$ cat config.mk
export PLATFORM = sky130hd
export DESIGN_NAME = switch_config_access_port
export DESIGN_NICKNAME = d
export VERILOG_FILES = /design/src/cfg_access_pkg.sv /design/src/cfg_sync2.sv /design/src/switch_config_access_port.sv
export SDC_FILE = /design/constraint.sdc
export NUM_CORES = 1
export LEC_CHECK = 0
export BUFFER_PORTS_ARGS = -buffer_cell sky130_fd_sc_hd__buf_2
export CORE_MARGIN = 2
export CORE_UTILIZATION = 38
export DETAILED_ROUTE_END_ITERATION = 7
export PLACE_DENSITY = 0.54
export RECOVER_POWER = 100
export SLEW_MARGIN = 30
export SYNTH_ARGS = -nofsm -noshare
export SYNTH_HDL_FRONTEND = slang
export SYNTH_HIERARCHICAL = 1
export SYNTH_SLANG_ARGS = --single-unit
$ cat constraint.sdc
create_clock -name sys_clk -period 3.8 [get_ports sys_clk]
set_input_delay 0 -clock sys_clk [delete_from_list [all_inputs] [get_ports sys_clk]]
set_output_delay 0 -clock sys_clk [all_outputs]
set_load 0.05 [all_outputs]
$ cat src/cfg_access_pkg.sv
// constants and types shared by the switch configuration access port
// Summary of operation
// latch strap levels at reset as defaults
// flow strap 1 forces flow control everywhere
// width strap: 0 is 16-bit, 1 32-bit
// port 5 strap picks MII, GPSI, RMII
// back-pressure strap enables half-duplex back-pressure
// autoneg strap enables twisted-pair ports only
// crossover strap enables twisted-pair ports only
// led strap: single or dual colour
// load rom only after matching signature word
// rom data-out held low skips loading
// host keeps pins floating during load
// rom-format write updates addressed register
// rom-format read gets no device answer
// host adds one clock between commands
// management clock no faster than 25 MHz; code samples it with the 10 MHz system clock, so below 5 MHz only
// host sends 32-bit preamble once first
// frame: start 01, opcode read/write
// 10-bit address follows, msb first
// read turnaround then 16 data bits
// no preamble later, one idle bit
// foreign address keeps data pin floating
// pin directions per operating phase
// data field msb first, rising edge
package cfg_access_pkg;
	// eeprom clock timing
	localparam int         SYS_CLK_KHZ      = 10_000;
	localparam int         LOAD_SK_HALF_NS  = 400;
	localparam int         LOAD_SK_HALF_CYC = (LOAD_SK_HALF_NS * SYS_CLK_KHZ + 999_999) / 1_000_000;
	localparam logic [2:0] LOAD_DIV_LAST    = 3'(LOAD_SK_HALF_CYC - 1);
	// eeprom load sequence, counted in serial clock edges
	localparam logic [4:0] EE_CMD_BITS      = 5'h0b;
	localparam logic [4:0] LOAD_FIRST_DATA  = 5'h0c;
	localparam logic [4:0] LOAD_LAST_DATA   = 5'h1b;
	localparam logic [4:0] LOAD_GAP         = 5'h1c;
	localparam logic [7:0] LOAD_LAST_WORD   = 8'h9c;
	localparam logic [1:0] EE_OP_READ       = 2'h2;
	localparam logic [1:0] EE_OP_WRITE      = 2'h1;
	// management frame field counts and codes
	localparam logic [5:0] PREAMBLE_LAST    = 6'h1f;
	localparam logic [5:0] OP_CNT_LAST      = 6'h01;
	localparam logic [5:0] ADDR_CNT_LAST    = 6'h09;
	localparam logic [5:0] TA_CNT_LAST      = 6'h01;
	localparam logic [5:0] DATA_CNT_LAST    = 6'h0f;
	localparam logic [5:0] EE_ADDR_CNT_LAST = 6'h07;
	localparam logic [1:0] MGMT_OP_READ     = 2'h2;
	localparam logic [1:0] MGMT_OP_WRITE    = 2'h1;
	localparam logic [9:0] MGMT_ADDR_LAST   = 10'h02ff;
	// strap encodings
	localparam logic [1:0] P5_MII           = 2'h0;
	localparam logic [1:0] P5_RESERVED      = 2'h3;
	localparam logic [5:0] ALL_PORTS        = 6'h3f;
	// top level phases
	typedef enum logic [3:0] {
		ST_CAPTURE = 4'b0001,
		ST_PROBE   = 4'b0010,
		ST_LOAD    = 4'b0100,
		ST_SERVE   = 4'b1000
	} top_state_t;
	// serial frame decoder states
	typedef enum logic [12:0] {
		F_PRE   = 13'b0_0000_0000_0001,
		F_IDLE  = 13'b0_0000_0000_0010,
		F_ST    = 13'b0_0000_0000_0100,
		F_OP    = 13'b0_0000_0000_1000,
		F_ADDR  = 13'b0_0000_0001_0000,
		F_TA    = 13'b0_0000_0010_0000,
		F_DATA  = 13'b0_0000_0100_0000,
		F_REL   = 13'b0_0000_1000_0000,
		F_EST   = 13'b0_0001_0000_0000,
		F_EOP   = 13'b0_0010_0000_0000,
		F_EADDR = 13'b0_0100_0000_0000,
		F_EDATA = 13'b0_1000_0000_0000,
		F_EWAIT = 13'b1_0000_0000_0000
	} frame_state_t;
endpackage : cfg_access_pkg

$ cat src/cfg_sync2.sv
// two flip-flop synchroniser for levels arriving from outside the clock domain
`timescale 1ns/1ps
`default_nettype none
module cfg_sync2 #(
	parameter int W = 1
) (
	// clock
	input  wire logic         clk,
	// asynchronous levels in, synchronised levels out
	input  wire logic [W-1:0] d,
	output logic      [W-1:0] q
);
	// first and second stage; only the second stage is read outside
	typedef struct packed {
		logic [W-1:0] s2;
		logic [W-1:0] s1;
	} sync_t;
	sync_t st_q;
	sync_t st_d;
	// next stage values
	always_comb begin
		st_d.s1 = d;
		st_d.s2 = st_q.s1;
	end
	// data path only, no reset needed
	always_ff @(posedge clk) begin
		st_q <= st_d;
	end
	assign q = st_q.s2;
endmodule : cfg_sync2
`default_nettype wire

$ cat src/switch_config_access_port.sv
// strap latch, eeprom auto-load and shared serial management port of the switch
`timescale 1ns/1ps
`default_nettype none
module switch_config_access_port
	import cfg_access_pkg::*;
#(
	parameter logic [15:0] SIGNATURE_WORD = 16'h5a3c // arbitrary value
) (
	// clock and reset
	input  wire logic        sys_clk,
	input  wire logic        rst,
	// configuration straps
	input  wire logic        global_flow_ctrl_strap,
	input  wire logic        mgmt_width_strap,
	input  wire logic [1:0]  port5_bus_strap,
	input  wire logic        backpressure_strap,
	input  wire logic        autoneg_strap,
	input  wire logic        crossover_strap,
	input  wire logic        led_style_strap,
	// per-port board facts and loaded settings
	input  wire logic [5:0]  port_is_fiber,
	input  wire logic [5:0]  port_flow_cfg,
	// shared serial pins
	input  wire logic        rom_select_pin_i,
	output logic             rom_select_pin_o,
	output logic             rom_select_pin_oe,
	input  wire logic        serial_clock_pin_i,
	output logic             serial_clock_pin_o,
	output logic             serial_clock_pin_oe,
	input  wire logic        serial_data_pin_i,
	output logic             serial_data_pin_o,
	output logic             serial_data_pin_oe,
	input  wire logic        rom_data_out_pin_i,
	// internal register file access
	output logic             reg_wr_stb,
	output logic             reg_rd_stb,
	output logic [9:0]       reg_addr,
	output logic [15:0]      reg_wdata,
	input  wire logic [15:0] reg_rdata,
	// effective settings
	output logic [5:0]       flow_ctrl_en,
	output logic             mgmt_wide_mode,
	output logic [1:0]       port5_mode,
	output logic             backpressure_en,
	output logic [5:0]       autoneg_en,
	output logic [5:0]       crossover_en,
	output logic             led_dual_color,
	// status
	output logic             load_busy,
	output logic             load_done,
	output logic             signature_ok
);
	// complete state of the block
	typedef struct packed {
		top_state_t   top;      // operating phase
		frame_state_t fr;       // serial frame decoder
		logic         gfc;      // captured straps
		logic         wide;
		logic [1:0]   p5;
		logic         bp;
		logic         an;
		logic         xo;
		logic         led;
		logic [5:0]   fc;       // per-port flow control
		logic [5:0]   an_en;    // per-port autoneg
		logic [5:0]   xo_en;    // per-port crossover
		logic [2:0]   div;      // eeprom clock divider
		logic [4:0]   bit_n;    // rising edges in current word
		logic [7:0]   word;     // eeprom word being read
		logic         cs_o;     // pin drive values
		logic         sk_o;
		logic         sd_o;
		logic         pins_oe;  // select and clock driven
		logic         sd_oe;    // data pin driven
		logic [15:0]  sh;       // shared shift register
		logic [5:0]   cnt;      // field bit counter
		logic         pre_ok;   // initial preamble seen
		logic         is_rd;    // frame is a read
		logic         match;    // address is ours
		logic [9:0]   addr;     // frame address
		logic         sk_prev;  // last synchronised clock level
		logic         cs_prev;  // last synchronised select level
		logic         wr;       // register strobes and bus
		logic         rd;
		logic [9:0]   ra;
		logic [15:0]  wd;
		logic         busy;     // status
		logic         done;
		logic         sig_ok;
	} state_t;
	localparam state_t RESET_STATE = '{top: ST_CAPTURE, fr: F_PRE, default: '0};
	state_t st_q;
	state_t st_d;
	// synchronised pins and straps
	logic cs_s;
	logic sk_s;
	logic sd_s;
	logic eo_s;
	logic gfc_s;
	logic wide_s;
	logic [1:0] p5_s;
	logic bp_s;
	logic an_s;
	logic xo_s;
	logic led_s;
	// all pins and straps pass two flip-flops before use
	cfg_sync2 #(
		.W (12)
	) u_sync (
		.clk (sys_clk),
		.d   ({rom_select_pin_i, serial_clock_pin_i, serial_data_pin_i, rom_data_out_pin_i,
		       global_flow_ctrl_strap, mgmt_width_strap, port5_bus_strap, backpressure_strap,
		       autoneg_strap, crossover_strap, led_style_strap}),
		.q   ({cs_s, sk_s, sd_s, eo_s, gfc_s, wide_s, p5_s, bp_s, an_s, xo_s, led_s})
	);
	// edges of the sampled management clock
	logic rise;
	logic fall;
	assign rise = sk_s & ~st_q.sk_prev;
	assign fall = ~sk_s & st_q.sk_prev;
	// next state
	always_comb begin
		logic [15:0] nsh;
		logic [9:0]  na;
		nsh = {st_q.sh[14:0], eo_s};
		na  = {st_q.sh[8:0], sd_s};
		st_d = st_q;
		st_d.wr = 1'b0;
		st_d.rd = 1'b0;
		st_d.sk_prev = sk_s;
		st_d.cs_prev = cs_s;
		// effective per-port settings follow captured straps
		st_d.fc    = st_q.gfc ? ALL_PORTS : port_flow_cfg;
		st_d.an_en = {6{st_q.an}} & ~port_is_fiber;
		st_d.xo_en = {6{st_q.xo}} & ~port_is_fiber;
		unique case (st_q.top)
			// first cycle after reset: latch straps, all pins stay inputs
			ST_CAPTURE: begin
				st_d.gfc  = gfc_s;
				st_d.wide = wide_s;
				st_d.p5   = (p5_s == P5_RESERVED) ? P5_MII : p5_s;
				st_d.bp   = bp_s;
				st_d.an   = an_s;
				st_d.xo   = xo_s;
				st_d.led  = led_s;
				st_d.busy = 1'b1;
				st_d.top  = ST_PROBE;
			end
			// rom data-out pulled low means no auto-load
			ST_PROBE: begin
				if (!eo_s) begin
					st_d.top  = ST_SERVE;
					st_d.busy = 1'b0;
					st_d.done = 1'b1;
				end else begin
					st_d.top     = ST_LOAD;
					st_d.cs_o    = 1'b1;
					st_d.sk_o    = 1'b0;
					st_d.sd_o    = 1'b1;
					st_d.pins_oe = 1'b1;
					st_d.sd_oe   = 1'b1;
					st_d.div     = '0;
					st_d.bit_n   = '0;
					st_d.word    = '0;
					st_d.sh      = {1'b1, EE_OP_READ, 8'h00, 5'h00};
				end
			end
			// read words from the eeprom, one read command per word
			ST_LOAD: begin
				if (st_q.div == LOAD_DIV_LAST) begin
					st_d.div  = '0;
					st_d.sk_o = ~st_q.sk_o;
					if (!st_q.sk_o) begin
						// rising edge: eeprom takes command bit or shifts data out
						st_d.bit_n = st_q.bit_n + 5'h01;
					end else if (st_q.bit_n == LOAD_GAP) begin
						// one spare clock with select low, then next command
						st_d.cs_o  = 1'b1;
						st_d.bit_n = '0;
						st_d.sd_o  = 1'b1;
						st_d.sh    = {1'b1, EE_OP_READ, st_q.word, 5'h00};
					end else begin
						// falling edge: shift command out and data in
						st_d.sh   = nsh;
						st_d.sd_o = (st_q.bit_n < EE_CMD_BITS) ? nsh[15] : 1'b0;
						if (st_q.bit_n == LOAD_LAST_DATA) begin
							st_d.cs_o = 1'b0;
							if (st_q.word == 8'h00 && nsh != SIGNATURE_WORD) begin
								// no valid signature: stop loading
								st_d.top     = ST_SERVE;
								st_d.pins_oe = 1'b0;
								st_d.sd_oe   = 1'b0;
								st_d.busy    = 1'b0;
								st_d.done    = 1'b1;
							end else begin
								st_d.wr   = 1'b1;
								st_d.ra   = {2'b00, st_q.word};
								st_d.wd   = nsh;
								st_d.word = st_q.word + 8'h01;
								if (st_q.word == 8'h00) begin
									st_d.sig_ok = 1'b1;
								end
								if (st_q.word == LOAD_LAST_WORD) begin
									st_d.top     = ST_SERVE;
									st_d.pins_oe = 1'b0;
									st_d.sd_oe   = 1'b0;
									st_d.busy    = 1'b0;
									st_d.done    = 1'b1;
								end
							end
						end
					end
				end else begin
					st_d.div = st_q.div + 3'h1;
				end
			end
			// host access over the shared pins
			ST_SERVE: begin
				st_d.pins_oe = 1'b0;
				if (cs_s && !st_q.cs_prev) begin
					// select raised: rom-format command begins
					st_d.fr    = F_EST;
					st_d.sd_oe = 1'b0;
				end else if (!cs_s && (st_q.fr inside {F_EST, F_EOP, F_EADDR, F_EDATA, F_EWAIT})) begin
					st_d.fr = st_q.pre_ok ? F_IDLE : F_PRE;
				end else if (rise) begin
					st_d.cnt = st_q.cnt + 6'h01;
					unique case (st_q.fr)
						// count the one-time preamble of ones
						F_PRE: begin
							if (!sd_s) begin
								st_d.cnt = '0;
							end else if (st_q.cnt == PREAMBLE_LAST) begin
								st_d.pre_ok = 1'b1;
								st_d.fr     = F_IDLE;
							end
						end
						// idle ones until the start pattern's zero
						F_IDLE: begin
							if (!sd_s) begin
								st_d.fr = F_ST;
							end
						end
						F_ST: begin
							if (sd_s) begin
								st_d.fr  = F_OP;
								st_d.cnt = '0;
							end
						end
						// opcode: read or write, anything else dropped
						F_OP: begin
							st_d.sh = {st_q.sh[14:0], sd_s};
							if (st_q.cnt == OP_CNT_LAST) begin
								st_d.cnt   = '0;
								st_d.is_rd = ({st_q.sh[0], sd_s} == MGMT_OP_READ);
								if ({st_q.sh[0], sd_s} == MGMT_OP_READ ||
								    {st_q.sh[0], sd_s} == MGMT_OP_WRITE) begin
									st_d.fr = F_ADDR;
								end else begin
									st_d.fr = F_IDLE;
								end
							end
						end
						// ten address bits, msb first
						F_ADDR: begin
							st_d.sh = {st_q.sh[14:0], sd_s};
							if (st_q.cnt == ADDR_CNT_LAST) begin
								st_d.addr  = na;
								st_d.match = (na <= MGMT_ADDR_LAST);
								st_d.ra    = na;
								st_d.rd    = st_q.is_rd && (na <= MGMT_ADDR_LAST);
								st_d.fr    = F_TA;
								st_d.cnt   = '0;
							end
						end
						// two turnaround bits, read data fetched at the end
						F_TA: begin
							if (st_q.cnt == TA_CNT_LAST) begin
								st_d.fr  = F_DATA;
								st_d.cnt = '0;
								st_d.sh  = reg_rdata;
							end
						end
						// sixteen data bits, msb first
						F_DATA: begin
							if (!st_q.is_rd) begin
								st_d.sh = {st_q.sh[14:0], sd_s};
							end
							if (st_q.cnt == DATA_CNT_LAST) begin
								st_d.fr = st_q.is_rd ? F_REL : F_IDLE;
								if (!st_q.is_rd && st_q.match) begin
									st_d.wr = 1'b1;
									st_d.ra = st_q.addr;
									st_d.wd = {st_q.sh[14:0], sd_s};
								end
							end
						end
						// wait for the falling edge that releases the pin
						F_REL: begin
						end
						// rom-format start bit
						F_EST: begin
							if (sd_s) begin
								st_d.fr  = F_EOP;
								st_d.cnt = '0;
							end
						end
						// only writes reach the registers; reads are left to the rom
						F_EOP: begin
							st_d.sh = {st_q.sh[14:0], sd_s};
							if (st_q.cnt == OP_CNT_LAST) begin
								st_d.cnt = '0;
								st_d.fr  = ({st_q.sh[0], sd_s} == EE_OP_WRITE) ? F_EADDR : F_EWAIT;
							end
						end
						F_EADDR: begin
							st_d.sh = {st_q.sh[14:0], sd_s};
							if (st_q.cnt == EE_ADDR_CNT_LAST) begin
								st_d.addr = {2'b00, st_q.sh[6:0], sd_s};
								st_d.cnt  = '0;
								st_d.fr   = F_EDATA;
							end
						end
						F_EDATA: begin
							st_d.sh = {st_q.sh[14:0], sd_s};
							if (st_q.cnt == DATA_CNT_LAST) begin
								st_d.wr = 1'b1;
								st_d.ra = st_q.addr;
								st_d.wd = {st_q.sh[14:0], sd_s};
								st_d.fr = F_EWAIT;
							end
						end
						// rest of the command until select drops
						F_EWAIT: begin
						end
					endcase
				end else if (fall) begin
					// drive read turnaround low, then the data bits
					if (st_q.fr == F_TA && st_q.cnt == TA_CNT_LAST && st_q.is_rd && st_q.match) begin
						st_d.sd_oe = 1'b1;
						st_d.sd_o  = 1'b0;
					end else if (st_q.fr == F_DATA && st_q.is_rd && st_q.match) begin
						st_d.sd_o = st_q.sh[15];
						st_d.sh   = {st_q.sh[14:0], 1'b0};
					end else if (st_q.fr == F_REL) begin
						st_d.sd_oe = 1'b0;
						st_d.fr    = F_IDLE;
					end
				end
			end
		endcase
	end
	// state register with synchronous reset
	always_ff @(posedge sys_clk) begin
		if (rst) begin
			st_q <= RESET_STATE;
		end else begin
			st_q <= st_d;
		end
	end
	// outputs straight from the state register
	assign rom_select_pin_o    = st_q.cs_o;
	assign rom_select_pin_oe   = st_q.pins_oe;
	assign serial_clock_pin_o  = st_q.sk_o;
	assign serial_clock_pin_oe = st_q.pins_oe;
	assign serial_data_pin_o   = st_q.sd_o;
	assign serial_data_pin_oe  = st_q.sd_oe;
	assign reg_wr_stb          = st_q.wr;
	assign reg_rd_stb          = st_q.rd;
	assign reg_addr            = st_q.ra;
	assign reg_wdata           = st_q.wd;
	assign flow_ctrl_en        = st_q.fc;
	assign mgmt_wide_mode      = st_q.wide;
	assign port5_mode          = st_q.p5;
	assign backpressure_en     = st_q.bp;
	assign autoneg_en          = st_q.an_en;
	assign crossover_en        = st_q.xo_en;
	assign led_dual_color      = st_q.led;
	assign load_busy           = st_q.busy;
	assign load_done           = st_q.done;
	assign signature_ok        = st_q.sig_ok;

	// address being completed falls inside our own space
	logic na_ok;
	assign na_ok = ({st_q.sh[8:0], sd_s} <= MGMT_ADDR_LAST);
endmodule : switch_config_access_port
`default_nettype wire

==> impl_results.md, run 1 <==
* Commonest cells post-synth: 156 x dfxtp_1, 103 x nor2_1, 76 x nand2_1
* Num CTS Buffers at 17
* Synth Cell Area at 0.007707 mm2
* RR Endpoint: st_q[67]
* Std cell rows at 52
* Worst Setup End Kind: register
* Root Driver: clkbuf_16
* Sequential share of the synthesized area at 0.4052
* Hold WC Path Type: in -> reg
* Number of synthesized flops with an enable pin at 0
* Final Skew at 0.009283 ns
* Largest net degree at the start of global routing at 67
* Crit path from: st_q[120]
* FF+latch area at roughly 0.0031 mm2
* GRT Total Usage at 0.2072
* Ports at 102
* Nets@finish at 1034
* Post-synthesis register bit count at approximately 160
* P per Cell Area at 447.5 mW/mm2
* Max-slew violation count at 67
* Residual DRC count at 0
* Initial core utilization at 0.3846
* Comb power frac at 0.137
* Ys async rst share at 0
* Worst-path cell chain: or4_1 -> nor4_1 -> nor4b_2 -> nand2_1 -> nor3_1 -> clkbuf_2 -> a21oi_1 -> a221oi_1
* WS Path Type: reg -> reg
* Family with the most delay on the worst path: simple AND/OR/NAND/NOR gates
* Multi-input gate area at 0.003914 mm2
* CP max stage delay at 1.05 ns
* DIE WIDTH at 146.4 um
* R2R Path Start: st_q[120]
* Failing checks: max-capacitance violations, max-slew violations
* Peak Freq at 283.3 MHz
* Main synth FF type: dfxtp_1
* Most common cell in the netlist: dfxtp_1
* Max-slew headroom at -1.082
* R2R Setup Slk at 0.27 ns
* Die height at 146.4 um
* Max_cap viols at 1
* Dpl hpwl at between 15000 and 20000 um
* Hold Vio Cnt, Final at 0
* Vias at 6849
* Wire length per cell at between 15 and 20 um
* Crit path max fanout at 13
* DRT antenna net count at 0
* Syn Nets at 959
* Worst slew pin tran at 3.123 ns
* Clk pin slew, worst setup/hold paths at 0.07 ns
* Critical path depth in cells at 8
* Count of cell types in the netlist at 75
* Clock buffer depth at 2
* Synth warn at 6
* Layout cells sized above 1 at 0.1157
* Largest cells by area after synthesis: dfxtp_1 41%, nor2_1 5.0%, buf_4 4.7%
* Clock Sink Count at 156
* Clk_lat worst skew at roughly 0.42 ns
* Final setup margin at between 0.2 and 0.3 ns
* Cell Int Power at 2757 uW
* RePlAce Congestion at 0.9390
* Initial antenna violation count at 0
* Worst Path Arrival at 3.81 ns
* Worst slack at placement at 0.4641 ns
* P_leak at around 0.0033 uW
* Cells after synthesis at 906
* Mean Syn Cell Area at 8.507 um2
* Vias in the first global route at 6433
* Routed wire length at about 22000 um
* Worst Path Buf+Inv at 1
* Reg2Reg Depth at 8
* Post-CTS setup repair buffer count at 0
* Endpoints failing setup at 0
* GRT overflow at 0
* Initial DRC Count at 471
* Leading area contributor after synthesis: dfxtp_1
* Slowest CP cell: nor4b_2
* CTS tree: built
* CP endpoint: st_q[67]
* Clock network power share at 0.419
* Via/cell ratio at between 5 and 6
* CP Launch Type: register
* Unrepaired setup endpoints after global routing: false
* ANT cells at 0
* Core Footprint at 0.02004 mm2
* Die area at 0.02144 mm2
* Sequential Power Share at 0.444
* Sw frac at 0.3109
* H-tree levels at 4
* First drt pass iteration count at 5
* Global-route wire length before repair at 35380 um
* Post-synth top area share at 0.4052
* Status: finished, violations left
* I/O Buffers at about 100
* CP Data Required Time at 4.08 ns
* P&R area growth vs syn at 16.01%
* Crit path time final at 3.530 ns
* Setup TNS Final at 0 ns
* Fillcell total at 2092
* Peak supply drop at 0.3303 mV
* Final worst path period share at 0.9290
* P_sw at 1244 uW
-- cell type report --
class                   instances  share of cell area
clock inverters                15             0.01833
inverters                      21            0.008816
flip-flops and latches        156              0.3493
clock buffers                  17             0.04758
well taps                     270             0.03778
repair buffers                156              0.1005
multi-input cells             629              0.4377
-- per-stage QoR --
stage / utilization / hold slack (ns) / total power, uW / cell area [um2] / instances
after floorplan: - / 0.02772 / 2229 / 7707 / 906
after global placement: 0.4063 / 0.1020 / 2351 / 8142 / 1201
after detailed placement: 0.4067 / 0.1036 / 2353 / 8150 / 1201
after CTS: 0.4516 / 0.07134 / 4063 / 9050 / 1264
after global routing: 0.4462 / 0.09090 / 4185 / 8941 / 1264
final: 0.4462 / 0.07943 / 4001 / 8941 / 1264
-- cells in the final DEF (no fill, tap or decap), types with 4 or more instances in the layout --
master | netlist | layout
buf_2 | 10 | 40
xnor2_1 | 6 | 6
nand4_1 | 29 | 29
a21oi_1 | 57 | 57
ha_1 | 11 | 11
a22o_1 | 19 | 19
clkbuf_2 | 0 | 4
nor4b_1 | 12 | 11
nand2b_1 | 11 | 11
or4_1 | 4 | 4
nor2b_1 | 20 | 19
a21boi_0 | 8 | 8
inv_8 | 0 | 6
nand4b_1 | 4 | 4
xor2_1 | 13 | 13
nor4_1 | 8 | 8
a221oi_1 | 8 | 8
nor3_1 | 26 | 26
clkbuf_1 | 31 | 64
dlygate4sd3_1 | 0 | 31
nand2_1 | 76 | 76
or4b_2 | 4 | 4
o31ai_1 | 5 | 5
mux2i_1 | 31 | 31
dfxtp_1 | 156 | 156
nand3_1 | 25 | 25
a21o_1 | 8 | 8
and2_1 | 7 | 6
clkbuf_16 | 0 | 17
o21ai_0 | 35 | 37
and3_1 | 8 | 8
buf_4 | 48 | 17
nor2_1 | 103 | 104
inv_1 | 21 | 21
or3_1 | 10 | 10
o22ai_1 | 9 | 9
a31oi_1 | 4 | 4
nand3b_1 | 6 | 6
-- worst register-to-register path, delay by kind of cell (launching register included) --
kind,cells,cell delay [ns]
AO/OA/AOI/OAI,2,0.33
buffers and inverters,1,0.25
flip-flops,1,0.55
AND/OR/NAND/NOR,5,2.26
-- worst min-delay path by stage --
| stage | start | slack (ns) | to | depth (start not counted) |
|---|---|---|---|---|
| after detailed placement | serial_data_pin_i | 0.10 | u_sync/st_d[21] | 1 |
| after global placement | rom_data_out_pin_i | 0.10 | u_sync/st_d[20] | 1 |
| final | reg_rdata[0] | 0.08 | st_q[52] | 5 |
| after floorplan | led_style_strap | 0.03 | u_sync/st_d[12] | 0 |
| after global routing | reg_rdata[0] | 0.09 | st_q[52] | 5 |
| after CTS | reg_rdata[0] | 0.07 | st_q[52] | 5 |
-- state kept, by name, summed over array words and instances (netlist names), 2 cells and up --
register      flops
flow_ctrl_en      6
crossover_en      6
u_sync/q         12
u_sync/st_d      12
st_q             73
port5_mode        2
reg_wdata        16
autoneg_en        6
reg_addr         10
-- logic make-up after synthesis --
kind of cell,synth area share
AO/OA/AOI/OAI,0.1690
XOR/XNOR,0.02159
adder cells (fa/ha/maj),0.01786
buffers and inverters,0.08783
flip-flops,0.4052
multiplexers,0.04172
AND/OR/NAND/NOR,0.2568
-- timing repair --
| item | 4_1_cts | 5_1_grt |
|---|---|---|
| hold buffers | 31 | 0 |
| hold endpoints to repair | 37 | 0 |
| resized for setup | 0 | 0 |
-- power by group through the flow --
stage	sequential (uW)	combinational, uW	clock [uW]
floorplan	1860	372	0
global placement	1810	537	0
detailed placement	1810	539	0
CTS	1780	565	1720
global route	1790	602	1790
finish	1780	548	1680
-- metal layers --
metal	up-vias	global-route usage	share of wire
li1	3372	-	-
met1	3243	0.2880	0.47
met2	199	0.3222	0.45
met3	35	0.03906	0.052
met4	0	0.07427	0.025
met5	-	0	0
Note: power is estimated with default switching activity, not from simulation.
==> run 2, diff against run 1 <==
--- a/config.mk
+++ b/config.mk
@@ -6,7 +6,6 @@
 export NUM_CORES = 1
 export LEC_CHECK = 0
 export BUFFER_PORTS_ARGS = -buffer_cell sky130_fd_sc_hd__buf_2
-export CORE_MARGIN = 2
 export CORE_UTILIZATION = 38
 export DETAILED_ROUTE_END_ITERATION = 7
 export PLACE_DENSITY = 0.54
@@ -14,5 +13,4 @@
 export SLEW_MARGIN = 30
 export SYNTH_ARGS = -nofsm -noshare
 export SYNTH_HDL_FRONTEND = slang
-export SYNTH_HIERARCHICAL = 1
 export SYNTH_SLANG_ARGS = --single-unit
==> impl_results.md, run 2 <==
* Ports at 102
* Crit path max fanout at 14
* Synth Cell Area at 0.007674 mm2
* Synth warn at 0
* Count of cell types in the netlist at 68
* WS Path Type: reg -> reg
* Hold WC Path Type: in -> reg
* GRT overflow at 0
* Leading area contributor after synthesis: dfxtp_1
* DIE WIDTH at 144.1 um
* First drt pass iteration count at 5
* CP max stage delay at about 0.63 ns
* Max-slew headroom at 0.2655
* Core Util, Final at 0.4558
* CTS tree: built
* Sequential Power Share at 0.458
* Final worst path period share at 0.8888
* Status: complete, no violations
* Post-synthesis register bit count at 156
* Largest cells by area after synthesis: dfxtp_1 41%, nor2_1 5.1%, nand2_1 5.1%
* Via/cell ratio at 5.376
* Dpl hpwl at 15690 um
* Most used cell, CP: or4_1
* P&R area growth vs syn at 16.75%
* Core Footprint at 0.01965 mm2
* Peak Freq at 296.1 MHz
* Clock Sink Count at 156
* Sequential share of the synthesized area at 0.4070
* Fillcell total at between 2000 and 2500
* Final Skew at 0.008422 ns
* Layout cells sized above 1 at 0.1185
* Main synth FF type: dfxtp_1
* Max_cap viols at 0
* Worst Path Arrival at 3.70 ns
* Number of synthesized flops with an enable pin at 0
* Worst-path cell chain: or4_1 -> clkbuf_1 -> or4_1 -> o211a_1 -> o311ai_0 -> a21oi_1 -> nor3b_1 -> clkbuf_2 -> a22o_1
* Nets@finish at around 1100
* Routed wire length at around 22000 um
* RePlAce Congestion at 0.9293
* Largest register FFs at 73
* # resized after CTS at 0
* Residual DRC count at 0
* Initial DRC Count at around 650
* Endpoints failing setup at 0
* I/O Buffers at roughly 100
* Worst Setup End Kind: register
* Post-Layout Cell Count at around 1300
* Worst Hold Depth at 5
* Wire length per cell at 17.25 um
* Post-synth top area share at 0.4070
* CP Launch Type: register
* Cell Int Power at 2691 uW
* DRT antenna net count at 0
* H-tree levels at 4
* Most common cell after layout, fill and taps aside: dfxtp_1
* P per Cell Area at 420.0 mW/mm2
* Commonest cells post-synth: 156 x dfxtp_1, 105 x nor2_1, 104 x nand2_1
* Ys async rst share at 0
* GRT Total Usage at 0.2166
* Largest net degree at the start of global routing at 50
* Final setup margin at about 0.42 ns
* Initial core utilization at 0.3904
* Post-CTS setup repair buffer count at 0
* Inst Count DP at 1218
* Clk pin slew, worst setup/hold paths at 0.07 ns
* Clk_lat worst skew at 0.43 ns
* Die area at 0.02077 mm2
* Cells after synthesis at 930
* Unrepaired setup endpoints after global routing: false
* P_leak at roughly 0.0033 uW
* Global-route wire length before repair at 34240 um
* Vias in the first global route at 6224
* Worst slack at placement at 0.6632 ns
* Initial antenna violation count at 0
* Std cell rows at 51
* CP Data Required Time at 4.13 ns
* Worst slew pin tran at 1.102 ns
* ANT cells at 0
* Biggest register: st_q
* Sw frac at 0.2849
* Reg2Reg Depth at 9
* Setup TNS Final at 0 ns
* Most common cell in the netlist: dfxtp_1
* Final Power at about 3800 uW
* Hold Vio Cnt, Final at 0
* Peak supply drop at 0.2975 mV
* Comb power frac at 0.093
* Most frequent cells in the layout: 156 x dfxtp_1, 105 x nor2_1, 104 x nand2_1
* Crit path time final at about 3.4 ns
* Mean Syn Cell Area at between 8 and 9 um2
* Clock buffer depth at 2
* Clock network power share at 0.449
* Max-slew violation count at 0
* P_sw at 1072 uW
* Num CTS Buffers at 17
* Slowest CP cell: or4_1
* Die height at 144.1 um
* Root Driver: clkbuf_16
* Syn Nets at 983
* Vias at 6914
## run 2: cell count changes after synthesis, moves of 8 or more
| cell | before | now |
|---|---|---|
| nor2b_1 | 20 | 8 |
| o22ai_1 | 9 | 0 |
| nor4_1 | 8 | 17 |
| nand2_1 | 76 | 104 |
| or3_1 | 10 | 0 |
| a221oi_1 | 8 | 0 |
| a21boi_0 | 8 | 0 |
| mux2i_1 | 31 | 17 |
| a21o_1 | 8 | 0 |
| a211oi_1 | 2 | 12 |
| clkbuf_1 | 31 | 41 |
## run 2: cell families after synthesis
kind of cell | synth area share
simple gates | 0.2676
flops | 0.4070
compound gates | 0.1691
buf+inv | 0.09196
fa+ha+maj | 0.01794
mux | 0.02364
xor+xnor | 0.02283
## run 2: final cells by class
type / count / area [um2] / share of cell area
Clock buffer: 18 / 439.2 / 0.04902
Clock inverter: 14 / 150.1 / 0.01676
Inverter: 25 / 93.84 / 0.01047
Multi-Input combinational cell: 643 / 3846 / 0.4293
Sequential cell: 156 / 3123 / 0.3486
Tap cell: 265 / 331.6 / 0.03701
Timing Repair Buffer: 165 / 974.7 / 0.1088
## run 2: metrics by stage
step	cell area [um2]	hold slack, ns
finish	8959	0.08128
global route	8959	0.1047
CTS	9071	0.06012
detailed placement	8122	0.1036
global placement	8122	0.1025
floorplan	7674	0.02772
## run 2: metal layers
layer  GRT usage  routed length (um)  share of wire  vias to the layer above
li1            -                   -              -                     3458
met1      0.2979               10580           0.48                     3212
met2      0.3389               10090           0.45                      209
met3     0.03609                1081          0.049                       35
met4     0.07895                 426          0.019                        0
met5           0                   0              0                        -
## run 2: critical path, delay by kind of cell (launching register included)
kind	cells	cell delay, ns
simple gates	3	1.43
buf+inv	2	0.55
compound gates	4	0.84
flops	1	0.44
## run 2: repair_timing
item	4_1_cts	5_1_grt
hold endpoints to repair	39	0
hold buffers	36	0
endpoints found under the setup margin	0	0
## run 2: final timing paths
path	from	end	slack, ns
max	st_q[124]	st_q[65]	0.42
min	reg_rdata[15]	st_q[67]	0.08
max reg2reg	st_q[124]	st_q[65]	0.42
min reg2reg	u_sync.st_d[13]	u_sync.q[1]	0.32
## run 2: power groups by stage
stage	Combinational [uW]	Sequential (uW)	Clock [uW]
floorplan	229	1770	0
global placement	329	1760	0
detailed placement	329	1760	0
CTS	360	1720	1730
global route	381	1730	1800
finish	351	1720	1690
==> run 3, diff against run 2 <==
--- a/config.mk
+++ b/config.mk
@@ -5,10 +5,10 @@
 export SDC_FILE = /design/constraint.sdc
 export NUM_CORES = 1
 export LEC_CHECK = 0
-export BUFFER_PORTS_ARGS = -buffer_cell sky130_fd_sc_hd__buf_2
 export CORE_UTILIZATION = 38
 export DETAILED_ROUTE_END_ITERATION = 7
-export PLACE_DENSITY = 0.54
+export DONT_BUFFER_PORTS = 1
+export PLACE_DENSITY = 0.5
 export RECOVER_POWER = 100
 export SLEW_MARGIN = 30
 export SYNTH_ARGS = -nofsm -noshare
==> impl_results.md, run 3 (synthesized netlist as in run 2, its figures left out) <==
* Std cell rows at 51
* Core Footprint at 0.01965 mm2
* Residual DRC count at 0
* WS Path Type: reg -> reg
* Worst Setup End Kind: register
* Peak Freq at about 280 MHz
* Via/cell ratio at between 5 and 6
* Setup TNS Final at 0 ns
* Ports at approximately 100
* Max_cap viols at 1
* ANT cells at 0
* Final Skew at ~0.011 ns
* Failing checks: max-capacitance violations, max-slew violations
* CP Launch Type: register
* Most common cell after layout, fill and taps aside: dfxtp_1
* Routed wire length at around 23000 um
* Worst slew pin tran at ~1.6 ns
* Global-route wire length before repair at between 30000 and 40000 um
* RePlAce Congestion at 0.9057
* Crit path time final at 3.525 ns
* Initial antenna violation count at 0
* Sequential Power Share at 0.482
* Clock buffer depth at 2
* Crit path max fanout at 15
* DIE WIDTH at around 140 um
* Wire length per cell at 19.37 um
* Largest net degree at the start of global routing at 66
* Dpl hpwl at 16440 um
* Cell Int Power at 2722 uW
* Endpoints failing setup at 0
* Fillcell total at 2049
* GRT overflow at 0
* Hold Vio Cnt, Final at 0
* # resized after CTS at 0
* P_leak at 0.003066 uW
* CTS tree: built
* P per Cell Area at roughly 440 mW/mm2
* Clock network power share at 0.456
* Max-slew violation count at 10
* Vias at 6727
* CP Data Required Time at 4.16 ns
* Status: finished, violations left
* Most frequent cells in the layout: 156 x dfxtp_1, 105 x nor2_1, 104 x nand2_1
* Num CTS Buffers at 17
* Worst Path Arrival at 3.89 ns
* P_sw at between 1000 and 1500 uW
* Nets@finish at slightly below 1000
* Largest register FFs at 73
* Die height at roughly 140 um
* Clk_lat worst skew at around 0.43 ns
* Final worst path period share at 0.9277
* Root Driver: clkbuf_16
* Post-CTS setup repair buffer count at 0
* Hold buffer count at cts at 35
* Core Util, Final at 0.4345
* Unrepaired setup endpoints after global routing: false
* Clk pin slew, worst setup/hold paths at 0.07 ns
* Max-slew headroom at -0.07504
* GRT Total Usage at 0.2307
* Clock Sink Count at ~160
* First drt pass iteration count at 5
* P&R area growth vs syn at 11.28%
* I/O Buffers at 0
* Vias in the first global route at 6364
* Die area at 0.02077 mm2
* Initial core utilization at 0.3904
* Sw frac at 0.2741
* H-tree levels at 4
* Hold WC Path Type: in -> reg
* Layout cells sized above 1 at 0.08568
* Biggest register: st_q
* DRT antenna net count at 0
* Initial DRC Count at 402
* Peak supply drop at 0.2729 mV
* Comb power frac at 0.062
-- run 3: routing by layer --
layer | up-vias | GRT usage | wire length (um) | part of all wire
li1 | 3252 | - | - | -
met1 | 3206 | 0.3012 | 10500 | 0.46
met2 | 228 | 0.3679 | 10680 | 0.46
met3 | 41 | 0.05132 | 1251 | 0.054
met4 | 0 | 0.09071 | 558 | 0.024
met5 | - | 0 | 0 | 0
-- run 3: power by group through the flow --
stage	sequential, uW	clock, uW	combinational (uW)
CTS	1810	1760	235
global route	1810	1840	256
floorplan	1770	0	229
global placement	1850	0	188
finish	1810	1710	232
detailed placement	1850	0	189
-- run 3: worst max-delay path, cell delays in order, from the launching register on --
cell and delay (ns):
dfxtp_1 0.40, or4_1 0.81, nor4_1 0.70, a21oi_1 0.13
o221ai_1 0.38, o211ai_1 0.13, nand2_1 0.11, clkbuf_1 0.52
a221o_1 0.28
-- run 3: worst paths after layout --
path	start	endpoint	slack, ns	cells past startpoint
worst max-delay path	st_q[115]	st_q[115]	0.27	8
worst max register to register	st_q[115]	st_q[115]	0.27	8
worst min register to register	u_sync.st_d[23]	u_sync.q[11]	0.33	0
worst min-delay path	reg_rdata[10]	st_q[62]	0.02	4
-- run 3: per-stage QoR --
step           hold slack, ns  worst slack (ns)  cell area (um2)  total power (uW)  instances
6_report              0.01716            0.2748             8539              3750       1187
5_1_grt               0.02316           0.07402             8539              3907       1187
4_1_cts              0.003607            0.3909             8596              3803       1187
3_5_place_dp          0.02776            0.6241             7639              2037       1120
3_3_place_gp          0.02776            0.6556             7639              2033       1120
2_1_floorplan         0.02772            0.9451             7674              1997        930
-- run 3: area by class of cell --
| cell class | instances | area (um2) | share of cell area |
|---|---|---|---|
| clock buffers | 19 | 442.9 | 0.05187 |
| clock inverters | 13 | 146.4 | 0.01714 |
| inverters | 25 | 93.84 | 0.01099 |
| multi-input cells | 643 | 3825 | 0.4479 |
| flip-flops and latches | 156 | 3123 | 0.3657 |
| well taps | 265 | 331.6 | 0.03883 |
| repair buffers | 66 | 576.8 | 0.06755 |
